==> src/verilog/ebl_pkg.sv <==
// Shared constants and types for the external bus lane and burst bridge
package ebl_pkg;
    // Access size codes from the core
    localparam logic [1:0]  SZ_BYTE        = 2'h0;
    localparam logic [1:0]  SZ_HALF        = 2'h1;
    localparam logic [1:0]  SZ_THREE       = 2'h2;
    localparam logic [1:0]  SZ_WORD        = 2'h3;
    // All byte lanes off
    localparam logic [3:0]  BE_NONE        = 4'hF;
    // Address step between burst words
    localparam logic [31:0] WORD_STEP      = 32'h4;
    // Low nibble of a start address that turns a burst downward
    localparam logic [3:0]  BURST_DOWN_NIB = 4'hC;
    // Width of the beat counter
    localparam int unsigned BEAT_W         = 3;
    // Default longest burst in words
    localparam int unsigned MAX_BEATS      = 4;
    // Clock period and bus timeout
    localparam int unsigned CLK_PERIOD_NS  = 10;
    localparam int unsigned BUS_TIMEOUT_NS = 2560;
    localparam int unsigned BUS_TIMEOUT_CYC =
        BUS_TIMEOUT_NS / CLK_PERIOD_NS;
    // Bus sequencer states
    typedef enum logic [0:0]
    {
        ST_IDLE = 1'h0,
        ST_WAIT = 1'h1
    } ebl_state_t;
endpackage

==> src/verilog/ebl_lane_enc.sv <==
// Byte-lane enable encoder for one physical bus phase
`timescale 1ns/1ps
`default_nettype none
module ebl_lane_enc
(
    input  wire logic [1:0] off,
    input  wire logic [1:0] size,
    input  wire logic       mode16,
    input  wire logic       second,
    output logic      [3:0] be_n
);
    logic [2:0] n_bytes; // Bytes in the access
    logic [7:0] top_mask; // Upper lanes for n bytes
    logic [3:0] en; // Active-high lane enables

    // Lane selection, big-endian only: offset 0 is the top lane
    always_comb
    begin
        n_bytes  = {1'b0, size} + 3'h1;
        top_mask = 8'hF0 >> n_bytes;
        en       = 4'h0;
        if (!mode16)
        begin
            // Full width: bit 3 is D31..24, bit 0 is D7..0
            en = top_mask[3:0] >> off;
        end
        else if (size == ebl_pkg::SZ_BYTE)
        begin
            // One lane of the low halfword
            en = 4'h2 >> off[0];
        end
        else if (size == ebl_pkg::SZ_THREE && second)
        begin
            // Trailing byte of a three-byte split
            en = 4'h2 >> off[0];
        end
        else
        begin
            // Halfword, or a full halfword phase of a split
            en = 4'h3;
        end
        be_n = ~en;
    end
endmodule
`default_nettype wire

==> src/verilog/ebl_bridge.sv <==
// External bus bridge: byte lanes, 16-bit split, burst, timeout, errors
// What this block does
// - Full width byte access enables one lane
// - Narrow bus byte uses lane 0 or 1
// - Halfword lanes 0011/1100 wide, 1100 narrow
// - Wide three-byte access: one cycle, 0001/1000
// - Narrow three-byte: two cycles, 1100 then 1101/1110
// - Wide word access: one cycle, all lanes
// - Narrow word: two cycles, both 1100
// - Big-endian byte order only
// - Master gives first address, bridge makes rest
// - Start nibble 0: burst steps up by four
// - Start nibble C: burst steps down by four
// - Write timeout raises non-maskable interrupt
// - Lane bit 3 is top byte, 0 bottom
// - Narrow bus uses low sixteen data lines
// - Cycle start strobe in first clock
`timescale 1ns/1ps
`default_nettype none
module ebl_bridge
#(
    parameter int unsigned TIMEOUT_CYC = ebl_pkg::BUS_TIMEOUT_CYC,
    parameter int unsigned MAX_BEATS   = ebl_pkg::MAX_BEATS
)
(
    input  wire logic        core_clk,
    input  wire logic        nrst,
    input  wire logic        bus16_mode,
    input  wire logic        req_valid,
    output logic             req_ready,
    input  wire logic [31:0] req_addr,
    input  wire logic [1:0]  req_size,
    input  wire logic        req_write,
    input  wire logic [31:0] req_wdata,
    input  wire logic [2:0]  req_beats,
    output logic             rsp_valid,
    output logic      [31:0] rsp_rdata,
    output logic             rsp_error,
    input  wire logic        err_flag_clr,
    output logic             write_error_flag,
    output logic             nmi_req,
    output logic      [31:0] bus_addr,
    output logic      [3:0]  byte_lane_enable_n,
    output logic             bus_rw_n,
    output logic             cycle_begin_n,
    output logic             bus_last_n,
    output logic      [31:0] bus_data_o,
    output logic      [1:0]  bus_data_oe,
    input  wire logic [31:0] bus_data_i,
    input  wire logic        ack_n,
    input  wire logic        bus_error_n
);
    // Refuse settings the counters cannot hold
    if (MAX_BEATS < 1 || MAX_BEATS > 7 || TIMEOUT_CYC < 2
        || TIMEOUT_CYC > 65535)
    begin : g_bad_param
        $error("ebl_bridge: parameter out of range");
    end

    // Pin synchronisers, bit 1 bus error, bit 0 acknowledge
    logic [1:0]  sy1_q, sy2_q, sy3_q; // Three-stage chain
    logic [1:0]  filt_q, filt_d; // Agreed level
    logic [1:0]  prev_q; // Filtered level one clock back
    logic [31:0] din1_q, din2_q, din3_q; // Read data, same depth

    // Filter takes a change once stages two and three agree
    always_comb
    begin
        filt_d = filt_q;
        for (int i = 0; i < 2; i++)
        begin
            if (sy2_q[i] == sy3_q[i])
            begin
                filt_d[i] = sy3_q[i];
            end
        end
    end

    // Synchroniser registers, strobes idle high, read data resets to zero
    always_ff @(posedge core_clk or negedge nrst)
    begin
        if (!nrst)
        begin
            sy1_q  <= 2'h3;
            sy2_q  <= 2'h3;
            sy3_q  <= 2'h3;
            filt_q <= 2'h3;
            prev_q <= 2'h3;
            din1_q <= 32'h0;
            din2_q <= 32'h0;
            din3_q <= 32'h0;
        end
        else
        begin
            sy1_q  <= {bus_error_n, ack_n};
            sy2_q  <= sy1_q;
            sy3_q  <= sy2_q;
            filt_q <= filt_d;
            prev_q <= filt_q;
            din1_q <= bus_data_i;
            din2_q <= din1_q;
            din3_q <= din2_q;
        end
    end

    // Sequencer state
    ebl_pkg::ebl_state_t state_q, state_d; // Bus phase state
    logic        mode16_q, mode16_d; // Bus width taken at request
    logic [1:0]  size_q, size_d; // Access size
    logic        write_q, write_d; // Direction
    logic [31:0] wdata_q, wdata_d; // Write data, lane aligned
    logic [31:0] addr_q, addr_d; // Current word address
    logic        half_q, half_d; // Second narrow phase
    logic        down_q, down_d; // Burst steps downward
    logic [2:0]  beats_q, beats_d; // Words still to move
    logic [15:0] to_cnt_q, to_cnt_d; // Cycles waiting for answer
    logic [31:0] baddr_q, baddr_d; // Bus address pins
    logic [3:0]  be_q, be_d; // Lane enable pins
    logic        rw_q, rw_d; // Read high, write low
    logic        beg_q, beg_d; // Start strobe
    logic        last_q, last_d; // Last phase strobe
    logic [31:0] dout_q, dout_d; // Write data pins
    logic [1:0]  oe_q, oe_d; // Halfword drive enables
    logic        rv_q, rv_d; // Answer pulse
    logic [31:0] rdata_q, rdata_d; // Assembled read data
    logic        rerr_q, rerr_d; // Answer carries an error
    logic        flag_q, flag_d; // Sticky read error flag
    logic        nmi_q, nmi_d; // Write timeout pulse

    // Encoder inputs for the phase about to be driven
    logic [1:0]  enc_off, enc_size;
    logic        enc_mode, enc_second;
    logic [3:0]  enc_be_n; // Encoded lanes
    logic        split; // Access needs two narrow phases
    logic        ack_edge, err_edge; // Responder events
    logic        timeout; // Wait has run out
    logic        use_lo; // Next phase carries the low halfword
    logic        cur_lo; // Current phase carries the low halfword
    logic        end_beat; // Current word completes
    logic [2:0]  nb; // Beats of a new request

    ebl_lane_enc u_lane_enc
    (
        .off    (enc_off),
        .size   (enc_size),
        .mode16 (enc_mode),
        .second (enc_second),
        .be_n   (enc_be_n)
    );

    // Events and encoder steering
    always_comb
    begin
        split      = mode16_q && size_q[1];
        ack_edge   = !filt_q[0] && prev_q[0];
        err_edge   = !filt_q[1] && prev_q[1];
        timeout    = to_cnt_q == 16'(TIMEOUT_CYC - 1);
        enc_off    = (state_q == ebl_pkg::ST_IDLE) ? req_addr[1:0]
                                                   : addr_q[1:0];
        enc_size   = (state_q == ebl_pkg::ST_IDLE) ? req_size : size_q;
        enc_mode   = (state_q == ebl_pkg::ST_IDLE) ? bus16_mode : mode16_q;
        enc_second = (state_q == ebl_pkg::ST_WAIT) && split && !half_q;
        use_lo     = enc_second || (!enc_size[1] && enc_off[1]);
        cur_lo     = half_q || (!split && addr_q[1]);
        end_beat   = !split || half_q;
        nb         = 3'h1;
        if (req_size == ebl_pkg::SZ_WORD && !req_write && req_beats != 3'h0)
        begin
            // Read bursts only; clamp to the longest allowed
            nb = (req_beats > 3'(MAX_BEATS)) ? 3'(MAX_BEATS) : req_beats;
        end
        req_ready = state_q == ebl_pkg::ST_IDLE;
    end

    // Next values of the sequencer
    always_comb
    begin
        state_d  = state_q;
        mode16_d = mode16_q;
        size_d   = size_q;
        write_d  = write_q;
        wdata_d  = wdata_q;
        addr_d   = addr_q;
        half_d   = half_q;
        down_d   = down_q;
        beats_d  = beats_q;
        to_cnt_d = to_cnt_q;
        baddr_d  = baddr_q;
        be_d     = be_q;
        rw_d     = rw_q;
        beg_d    = 1'b1;
        last_d   = last_q;
        dout_d   = dout_q;
        oe_d     = oe_q;
        rv_d     = 1'b0;
        rdata_d  = rdata_q;
        rerr_d   = 1'b0;
        flag_d   = flag_q && !err_flag_clr;
        nmi_d    = 1'b0;
        case (state_q)
            ebl_pkg::ST_IDLE:
            begin
                if (req_valid)
                begin
                    // Only the first address comes from the master
                    state_d  = ebl_pkg::ST_WAIT;
                    mode16_d = bus16_mode;
                    size_d   = req_size;
                    write_d  = req_write;
                    wdata_d  = req_wdata;
                    addr_d   = req_addr;
                    baddr_d  = req_addr;
                    half_d   = 1'b0;
                    down_d   = req_addr[3:0] == ebl_pkg::BURST_DOWN_NIB;
                    beats_d  = nb;
                    to_cnt_d = 16'h0;
                    be_d     = enc_be_n;
                    rw_d     = !req_write;
                    beg_d    = 1'b0;
                    last_d   = !(nb == 3'h1 && !(bus16_mode && req_size[1]));
                    // Narrow bus drives low lines only
                    dout_d   = bus16_mode ? {16'h0, use_lo ? req_wdata[15:0]
                                                    : req_wdata[31:16]}
                                          : req_wdata;
                    oe_d     = !req_write ? 2'h0 : bus16_mode ? 2'h1 : 2'h3;
                    rdata_d  = 32'h0;
                end
            end
            ebl_pkg::ST_WAIT:
            begin
                to_cnt_d = to_cnt_q + 16'h1;
                if (ack_edge)
                begin
                    // Gather read data into its halfword
                    if (!mode16_q)
                    begin
                        rdata_d = din3_q;
                    end
                    else if (cur_lo)
                    begin
                        rdata_d[15:0] = din3_q[15:0];
                    end
                    else
                    begin
                        rdata_d[31:16] = din3_q[15:0];
                    end
                    to_cnt_d = 16'h0;
                    rv_d     = end_beat && !write_q;
                    if (!end_beat)
                    begin
                        // Second narrow phase, low halfword
                        half_d  = 1'b1;
                        baddr_d = {addr_q[31:2], 2'b10};
                        be_d    = enc_be_n;
                        last_d  = beats_q != 3'h1;
                        dout_d  = {16'h0, wdata_q[15:0]};
                    end
                    else if (beats_q != 3'h1)
                    begin
                        // Next burst word, address made here
                        addr_d  = down_q ? addr_q - ebl_pkg::WORD_STEP
                                         : addr_q + ebl_pkg::WORD_STEP;
                        baddr_d = addr_d;
                        half_d  = 1'b0;
                        beats_d = beats_q - 3'h1;
                        be_d    = enc_be_n;
                        last_d  = !(beats_q == 3'h2 && !split);
                    end
                    else
                    begin
                        // Operation complete, release the bus
                        rv_d    = 1'b1;
                        state_d = ebl_pkg::ST_IDLE;
                    end
                end
                else if ((err_edge && !write_q) || timeout)
                begin
                    // Bus error on writes is never raised
                    rv_d    = 1'b1;
                    rerr_d  = 1'b1;
                    nmi_d   = timeout && write_q;
                    state_d = ebl_pkg::ST_IDLE;
                    if (!write_q)
                    begin
                        flag_d = 1'b1;
                    end
                end
                if (state_d == ebl_pkg::ST_IDLE)
                begin
                    be_d   = ebl_pkg::BE_NONE;
                    rw_d   = 1'b1;
                    last_d = 1'b1;
                    oe_d   = 2'h0;
                end
            end
            default:
            begin
                state_d = ebl_pkg::ST_IDLE;
            end
        endcase
    end

    // Sequencer registers
    always_ff @(posedge core_clk or negedge nrst)
    begin
        if (!nrst)
        begin
            state_q  <= ebl_pkg::ST_IDLE;
            mode16_q <= 1'b0;
            size_q   <= ebl_pkg::SZ_BYTE;
            write_q  <= 1'b0;
            wdata_q  <= 32'h0;
            addr_q   <= 32'h0;
            half_q   <= 1'b0;
            down_q   <= 1'b0;
            beats_q  <= 3'h0;
            to_cnt_q <= 16'h0;
            baddr_q  <= 32'h0;
            be_q     <= ebl_pkg::BE_NONE;
            rw_q     <= 1'b1;
            beg_q    <= 1'b1;
            last_q   <= 1'b1;
            dout_q   <= 32'h0;
            oe_q     <= 2'h0;
            rv_q     <= 1'b0;
            rdata_q  <= 32'h0;
            rerr_q   <= 1'b0;
            flag_q   <= 1'b0;
            nmi_q    <= 1'b0;
        end
        else
        begin
            state_q  <= state_d;
            mode16_q <= mode16_d;
            size_q   <= size_d;
            write_q  <= write_d;
            wdata_q  <= wdata_d;
            addr_q   <= addr_d;
            half_q   <= half_d;
            down_q   <= down_d;
            beats_q  <= beats_d;
            to_cnt_q <= to_cnt_d;
            baddr_q  <= baddr_d;
            be_q     <= be_d;
            rw_q     <= rw_d;
            beg_q    <= beg_d;
            last_q   <= last_d;
            dout_q   <= dout_d;
            oe_q     <= oe_d;
            rv_q     <= rv_d;
            rdata_q  <= rdata_d;
            rerr_q   <= rerr_d;
            flag_q   <= flag_d;
            nmi_q    <= nmi_d;
        end
    end

    // Output pins and answers
    assign rsp_valid          = rv_q;
    assign rsp_rdata          = rdata_q;
    assign rsp_error          = rerr_q;
    assign write_error_flag   = flag_q;
    assign nmi_req            = nmi_q;
    assign bus_addr           = baddr_q;
    assign byte_lane_enable_n = be_q;
    assign bus_rw_n           = rw_q;
    assign cycle_begin_n      = beg_q;
    assign bus_last_n         = last_q;
    assign bus_data_o         = dout_q;
    assign bus_data_oe        = oe_q;
endmodule
`default_nettype wire

==> config.mk <==
export PLATFORM = sky130hd
export DESIGN_NAME = ebl_bridge
export DESIGN_NICKNAME = d
export VERILOG_FILES = /design/src/verilog/ebl_pkg.sv /design/src/verilog/ebl_lane_enc.sv /design/src/verilog/ebl_bridge.sv
export SDC_FILE = /design/constraint.sdc
export NUM_CORES = 1
export LEC_CHECK = 0
export BUFFER_PORTS_ARGS = -buffer_cell sky130_fd_sc_hd__buf_4
export CORE_ASPECT_RATIO = 1.2
export CORE_UTILIZATION = 50
export CTS_BUF_LIST = sky130_fd_sc_hd__clkbuf_8
export CTS_CLUSTER_DIAMETER = 30
export DETAILED_ROUTE_END_ITERATION = 10
export GPL_TIMING_DRIVEN = 0
export PLACE_DENSITY = 0.79
export SLEW_MARGIN = 5
export SYNTH_ARGS = -nofsm -noshare
export SYNTH_HDL_FRONTEND = slang
export SYNTH_SLANG_ARGS = --single-unit
export TNS_END_PERCENT = 1
==> constraint.sdc <==
create_clock -name core_clk -period 2.75 [get_ports core_clk]
set_input_delay 0.6875 -clock core_clk [delete_from_list [all_inputs] [get_ports core_clk]]
set_output_delay 0.6875 -clock core_clk [all_outputs]
set_load 0.01 [all_outputs]
Yosys cells after proc, flatten, opt, wreduce, memory -nomap -nowiden
Cells that the tools add are included.
W data, S select, Z words.
{"block": "word_totals", "output_inout_bits": 110, "latch_bits": 0, "n_memories": 0, "register_bits": 289, "rom_bits": 0, "ram_bits": 0, "input_bits": 109}
{"block": "op_classes", "div_mod_pow": 0, "n_bitwise": 2, "add_sub_neg": 5, "reduce_logical": 42, "muxes": 85, "n_eq_ne": 20, "n_mul": 0, "n_shift": 3, "order_cmp": 1}
{"op": "$mux W32", "n": 14}
{"op": "$pmux W32 S2", "n": 4}
{"op": "$mux W16", "n": 5}
{"op": "$mux W1", "n": 34}
{"op": "$add A32 B3 Y32 const B", "n": 1}
{"op": "$mux W4", "n": 8}
{"op": "$pmux W16 S2", "n": 1}
{"op": "$sub A32 B3 Y32 const B", "n": 1}
{"op": "$mux W3", "n": 6}
{"op": "$logic_and A1 B1 Y1", "n": 17}
{"op": "$add A16 B1 Y16 const B", "n": 1}
{"op": "$eq A16 B8 Y1 const B", "n": 1}
{"op": "$reduce_and A3 Y1", "n": 5}
{"op": "$mux W2", "n": 6}
{"op": "$logic_not A1 Y1", "n": 11}
{"op": "$pmux W1 S2", "n": 4}
{"op": "$pmux W4 S2", "n": 1}
{"op": "$shr A8 B3 Y4 const A", "n": 1}
{"op": "$ne A2 B1 Y1 const B", "n": 3}
{"op": "$ne A2 B2 Y1 const B", "n": 3}
{"op": "$ne A3 B2 Y1 const B", "n": 2}
{"op": "$ne A3 B3 Y1 const B", "n": 2}
{"op": "$pmux W3 S2", "n": 1}
{"op": "$eq A2 B2 Y1 const B", "n": 2}
{"op": "other kinds (19)", "n": 24}

Longest topological paths before layout
{"block": "logic_depth", "depth_word": 13, "mapped_depth": 11}

Cells and area by module
A second synthesis with hierarchy kept.
{"block": "unflattened", "hier_cells": 1306, "hier_area_um2": 13103.8}
{"mod": "ebl_bridge", "cells_per_inst": 1294, "area_each_um2": 13021.2, "instances": 1, "seq_area_each_um2": 7253.2}
{"mod": "ebl_lane_enc", "cells_per_inst": 12, "area_each_um2": 82.6, "instances": 1, "seq_area_each_um2": 0.0}

Worst setup path after synthesis
Ideal clock, no wire load.
{"block": "synth_timing", "path_kind": "register -> register", "start": "register down_q", "end": "register baddr_q[24], in the netlist bus_addr[24]", "path_stages_with_launch": 10, "synth_period_minus_slack_ns": 3.037, "setup_ns": 0.126, "n_path_buf": 0, "setup_slack_ns": -0.287, "arrival_time_ns": 2.911, "path_cell_list": "dfrtp_1 -> ha_1 -> a21oi_4 -> o221ai_2 -> a211o_1 -> a221o_1 -> a21oi_2 -> xor2_1 -> nor2_1 -> o32a_1"}
{"block": "synth_between", "elab_chain_len": 5}
{"item": "start: declaration", "line": "ebl_bridge.sv:114", "text": "logic down_q, down_d;"}
{"item": "start signal: assignment", "line": "ebl_bridge.sv:340", "text": "down_q <= down_d;"}
{"item": "$mux W32", "line": "ebl_bridge.sv:261", "text": "addr_d = down_q ? addr_q - ebl_pkg::WORD_STEP"}
{"item": "$mux W32", "line": "ebl_bridge.sv:258", "text": "else if (beats_q != 3'h1)"}
{"item": "$mux W32", "line": "ebl_bridge.sv:249", "text": "if (!end_beat)"}
{"item": "$mux W32", "line": "ebl_bridge.sv:232", "text": "if (ack_edge)"}
{"item": "$pmux W32 S2", "line": "ebl_bridge.sv:200", "text": "case (state_q)"}
{"item": "end signal: assignment", "line": "ebl_bridge.sv:343", "text": "baddr_q <= baddr_d;"}
{"item": "end: declaration", "line": "ebl_bridge.sv:117", "text": "logic [31:0] baddr_q, baddr_d;"}
No other way between the ends. The select of a mux whose other input is x is not followed.
A chain may end at the register's enable or synchronous reset.

Final worst setup path
Same ends and word-level chain as after synthesis.

==> results.md <==
* Run status: complete, but fails checks
* Failing checks: negative setup slack
* HP Class: input port to asynchronous set/reset pin
* Final antenna diode count at 0
* Die Outline Area at 26400 um^2
* Most frequent standard cell in the layout excluding fill and tap cells: sky130_fd_sc_hd__dfrtp_1
* Clk network pwr share at 23.7%
* Cell-by-cell trace of the critical path: buf_12 > ha_2 > a21oi_4 > o221ai_4 > a211o_1 > a221o_1 > a21oi_2 > xor2_2 > nor2_1 > o32a_1
* Final setup violation count at 26
* Yosys synthesis warning count at 0
* Net Sw Frac at 40.7%
* Filler cell count at 1988
* Clk Tree Root Cell: sky130_fd_sc_hd__clkbuf_8
* Inserted Clock Buffers at 52
* Slew HR at 35.9%
* Via/cell ratio at 5.74
* CP startpoint kind: flop
* Net Count, Synth at 1453
* Share of synthesized area occupied by flip-flops and latches at 56.3%
* Predominant post-synthesis flop cell: sky130_fd_sc_hd__dfrtp_1
* Worst clock skew at 36.4 ps
* Fraction of final layout cells sized beyond drive strength 1 at 25.0%
* Number of clock sinks seen by CTS at 289
* Routability-driven placement congestion ratio at 0.906
* Cell internal power dissipation at 11400 uW
* Count of flip-flops with a built-in enable after synthesis at 0
* Post-synthesis async set-or-reset flop share at 100%
* Max-cap viol count at 0
* Overall global routing resource usage at 29.0%
* Final critical path time including I/O delays and setup at 2990 ps
* Delay of the slowest cell on the worst path at 510 ps
* # nets final at 1742
* Combinational Power Share at 43.8%
* Number of buffers between clock root and the deepest sink at 3
* Number of antenna violations at the first check in global routing at 0
* R2R Setup Slk at -240 ps
* Area after detailed placement at 15000 um^2
* Count of routing violations after the opening detailed-route iteration at 895
* Highest fanout seen on the critical path at 7
* Fmax achieved at 334 MHz
* Crit Path Class: flop to flop
* Die H at 178 um
* CTS tree: done
* Synthesized area per cell at 9.83 um^2
* Final hold vios at 0
* Area of the core at 25400 um^2
* Cell with the largest stage delay on the worst path: sky130_fd_sc_hd__dfrtp_4
* Highest Signal Layer: met4
* Drt wl/cell at 19.3 um
* Placed wire-length estimate at 26600 um
* Net load switching power at 7820 uW
* Required time worst endpoint at 3220 ps
* Metal2 WL at 18900 um
* Count of unresolved DRC violations after routing at 0
* Final WS setup at -240 ps
* Sum Neg Setup Slack at -2440 ps
* Highest ir drop seen on vdd at 0.000676 V
* Combined flip-flop and latch cell area at 7260 um^2
* Worst hold slack after final layout at 140 ps
* DRT Pass-1 Iters at 6
* Total leakage power at 0.00801 uW
* Arrival @ worst endpoint at 3460 ps
* Post-synthesis cell area at 12900 um^2
* First-pass GRT wire length at 59000 um
* Portion of the clock cycle consumed by the worst path in the final layout at 109%
* CTS clock-pin slew for the worst setup and hold paths at 60 ps
* Skew-Pair Late Insertion Delay at 580 ps
* Final slew viol count at 0
* Chip width at 149 um
* Global route overflow at 0
* R2r endpoint: bus_addr[24]
* Finished layout cell area at 16600 um^2
* Total power divided by cell area at 1160 nW/um^2
* Area occupied by multi-input gates at 5520 um^2
* Number of synthesized register bits at 289
* Sum of internal, switching and leakage power at 19200 uW
* Number of top-level pins at 219
* Crit. End Element: flop
* Leading cell types in the layout, fill and taps excluded: sky130_fd_sc_hd__dfrtp_1, sky130_fd_sc_hd__nand2_1, sky130_fd_sc_hd__buf_4, sky130_fd_sc_hd__nor2_1, sky130_fd_sc_hd__a21oi_1
* Count of different cell masters after synthesis at 61
* Syn Inst Count at 1311
* Vias in the first global route at 11.1k
* Number of hold-repair buffers added at the cts stage at 0
* Maximum number of pins on one net before global-route repair at 118
* Detailed Route WL at 38000 um
* Starting density of the core at 50.8%
* DRT met1 WL at 14600 um
* Number of cell instances on the worst register-to-register path at 10
* Portion of total power attributed to sequential cells at 32.5%
* IO buf count at 218
* Total met3 wirelength after detailed routing at 3020 um
* P&R area growth vs syn at 28.8%
* Residual antenna-violating net count after detailed routing at 0
* Number of vias after detailed routing at 11.3k
* R2R Path Start: down_q
* Deepest level of the CTS H-tree at 2
* Number of standard-cell rows in the floorplan at 64
* Measured slew at the worst slew-check pin at 962 ps
* Unrepaired setup endpoints after global routing: yes
## worst max-delay path, delay by kind of cell, from the launching register on
kind | cells | cell delay, ps
buffers and inverters | 1 | 150
xor gates and xnor gates | 1 | 220
and+or+nand+nor | 1 | 60
AOI/OAI and AO/OA | 6 | 1600
adders and majority gates | 1 | 310
DFF | 1 | 510
## final cells by class
type,instances,area share (%)
sequential,289,43.7
inverter,17,0.384
multi-input combinational,934,33.2
buffer,71,1.85
clock inverter,29,1.79
timing repair buffer,235,11.1
clock buffer,66,5.47
tap,330,2.49
## metrics by stage
stage | utilization (%) | setup slack (ps) | cells
2_1_floorplan | - | 19.3 | 1311
3_3_place_gp | 58.9 | -1890 | 1859
3_5_place_dp | 59.1 | -491 | 1861
4_1_cts | 64.8 | -243 | 1968
5_1_grt | 65.4 | -294 | 1971
6_report | 65.4 | -240 | 1971
## sequential cells by signal, indices dropped and copies added (netlist names), 4 cells and up
register and count:
addr_q 32, bus_addr 32, bus_data_o 32, byte_lane_enable_n 4
din1_q 32, din2_q 32, din3_q 32, rsp_rdata 32
to_cnt_q 16, wdata_q 16
## power groups by stage
stage                     Sequential [uW]  Clock, uW  Combinational [uW]
after CTS                            6230       4590                8150
final                                6250       4550                8410
after detailed placement             6300          0                7880
after global placement               6270          0                7680
after global routing                 6370       4810                9150
after floorplan                      6380          0                4690
## timing repair
item / CTS / global route
setup buffers: 12 / 3
pin swaps: 13 / 13
endpoints found under the setup margin: 59 / 64
gates resized for setup: 33 / 38
## cell usage after synthesis (6+ instances only)
master | n | area share (%)
sky130_fd_sc_hd__inv_1 | 16 | 0.47
sky130_fd_sc_hd__ha_1 | 32 | 3.1
sky130_fd_sc_hd__nand3_1 | 41 | 1.6
sky130_fd_sc_hd__buf_2 | 6 | 0.23
sky130_fd_sc_hd__o21ai_0 | 58 | 2.3
sky130_fd_sc_hd__nor2b_1 | 10 | 0.49
sky130_fd_sc_hd__nor2_1 | 89 | 2.6
sky130_fd_sc_hd__dfstp_2 | 17 | 3.5
sky130_fd_sc_hd__o21ai_1 | 69 | 2.7
sky130_fd_sc_hd__nand2_1 | 268 | 7.8
sky130_fd_sc_hd__clkbuf_1 | 56 | 1.6
sky130_fd_sc_hd__dfrtp_1 | 272 | 53
sky130_fd_sc_hd__and3_1 | 17 | 0.83
sky130_fd_sc_hd__o22ai_1 | 9 | 0.44
sky130_fd_sc_hd__a221oi_1 | 7 | 0.48
sky130_fd_sc_hd__a21oi_1 | 98 | 3.8
sky130_fd_sc_hd__xor2_1 | 14 | 0.95
sky130_fd_sc_hd__a21o_1 | 24 | 1.4
sky130_fd_sc_hd__nor3_1 | 13 | 0.50
sky130_fd_sc_hd__buf_1 | 9 | 0.26
sky130_fd_sc_hd__o31ai_1 | 19 | 1.1
sky130_fd_sc_hd__mux2i_1 | 47 | 3.7
sky130_fd_sc_hd__nand4_1 | 12 | 0.58
sky130_fd_sc_hd__or3_1 | 11 | 0.53
sky130_fd_sc_hd__a31oi_1 | 16 | 0.78
sky130_fd_sc_hd__xnor2_1 | 14 | 0.95
## metal layers
metal | track usage, % | vias to the layer above
met5 | 0 | -
met4 | 12.8 | 0
met3 | 5.94 | 112
met2 | 48.5 | 535
met1 | 36.1 | 5501
li1 | - | 5170
## cell families (layout without fill, tap and decap cells)
logic type	count (synthesis)	count (layout)	share of synthesized area (%)
adders and majority gates	35	35	3.42
and+or+nand+nor	476	476	15.7
AOI/OAI and AO/OA	345	345	16.1
DFF	289	289	56.3
xor gates and xnor gates	28	28	1.90
buffers and inverters	88	418	2.62
muxes	50	50	3.91
## worst max path at each step
stage	from	to	slack [ps]	depth (start not counted)
finish	down_q	bus_addr[24]	-240	10
global route	down_q	bus_addr[24]	-290	10
CTS	down_q	bus_addr[24]	-240	10
detailed placement	down_q	bus_addr[24]	-490	9
global placement	nrst	down_q	-1890	1
floorplan	down_q	bus_addr[24]	20	9
(Power assumes the default switching activity.)
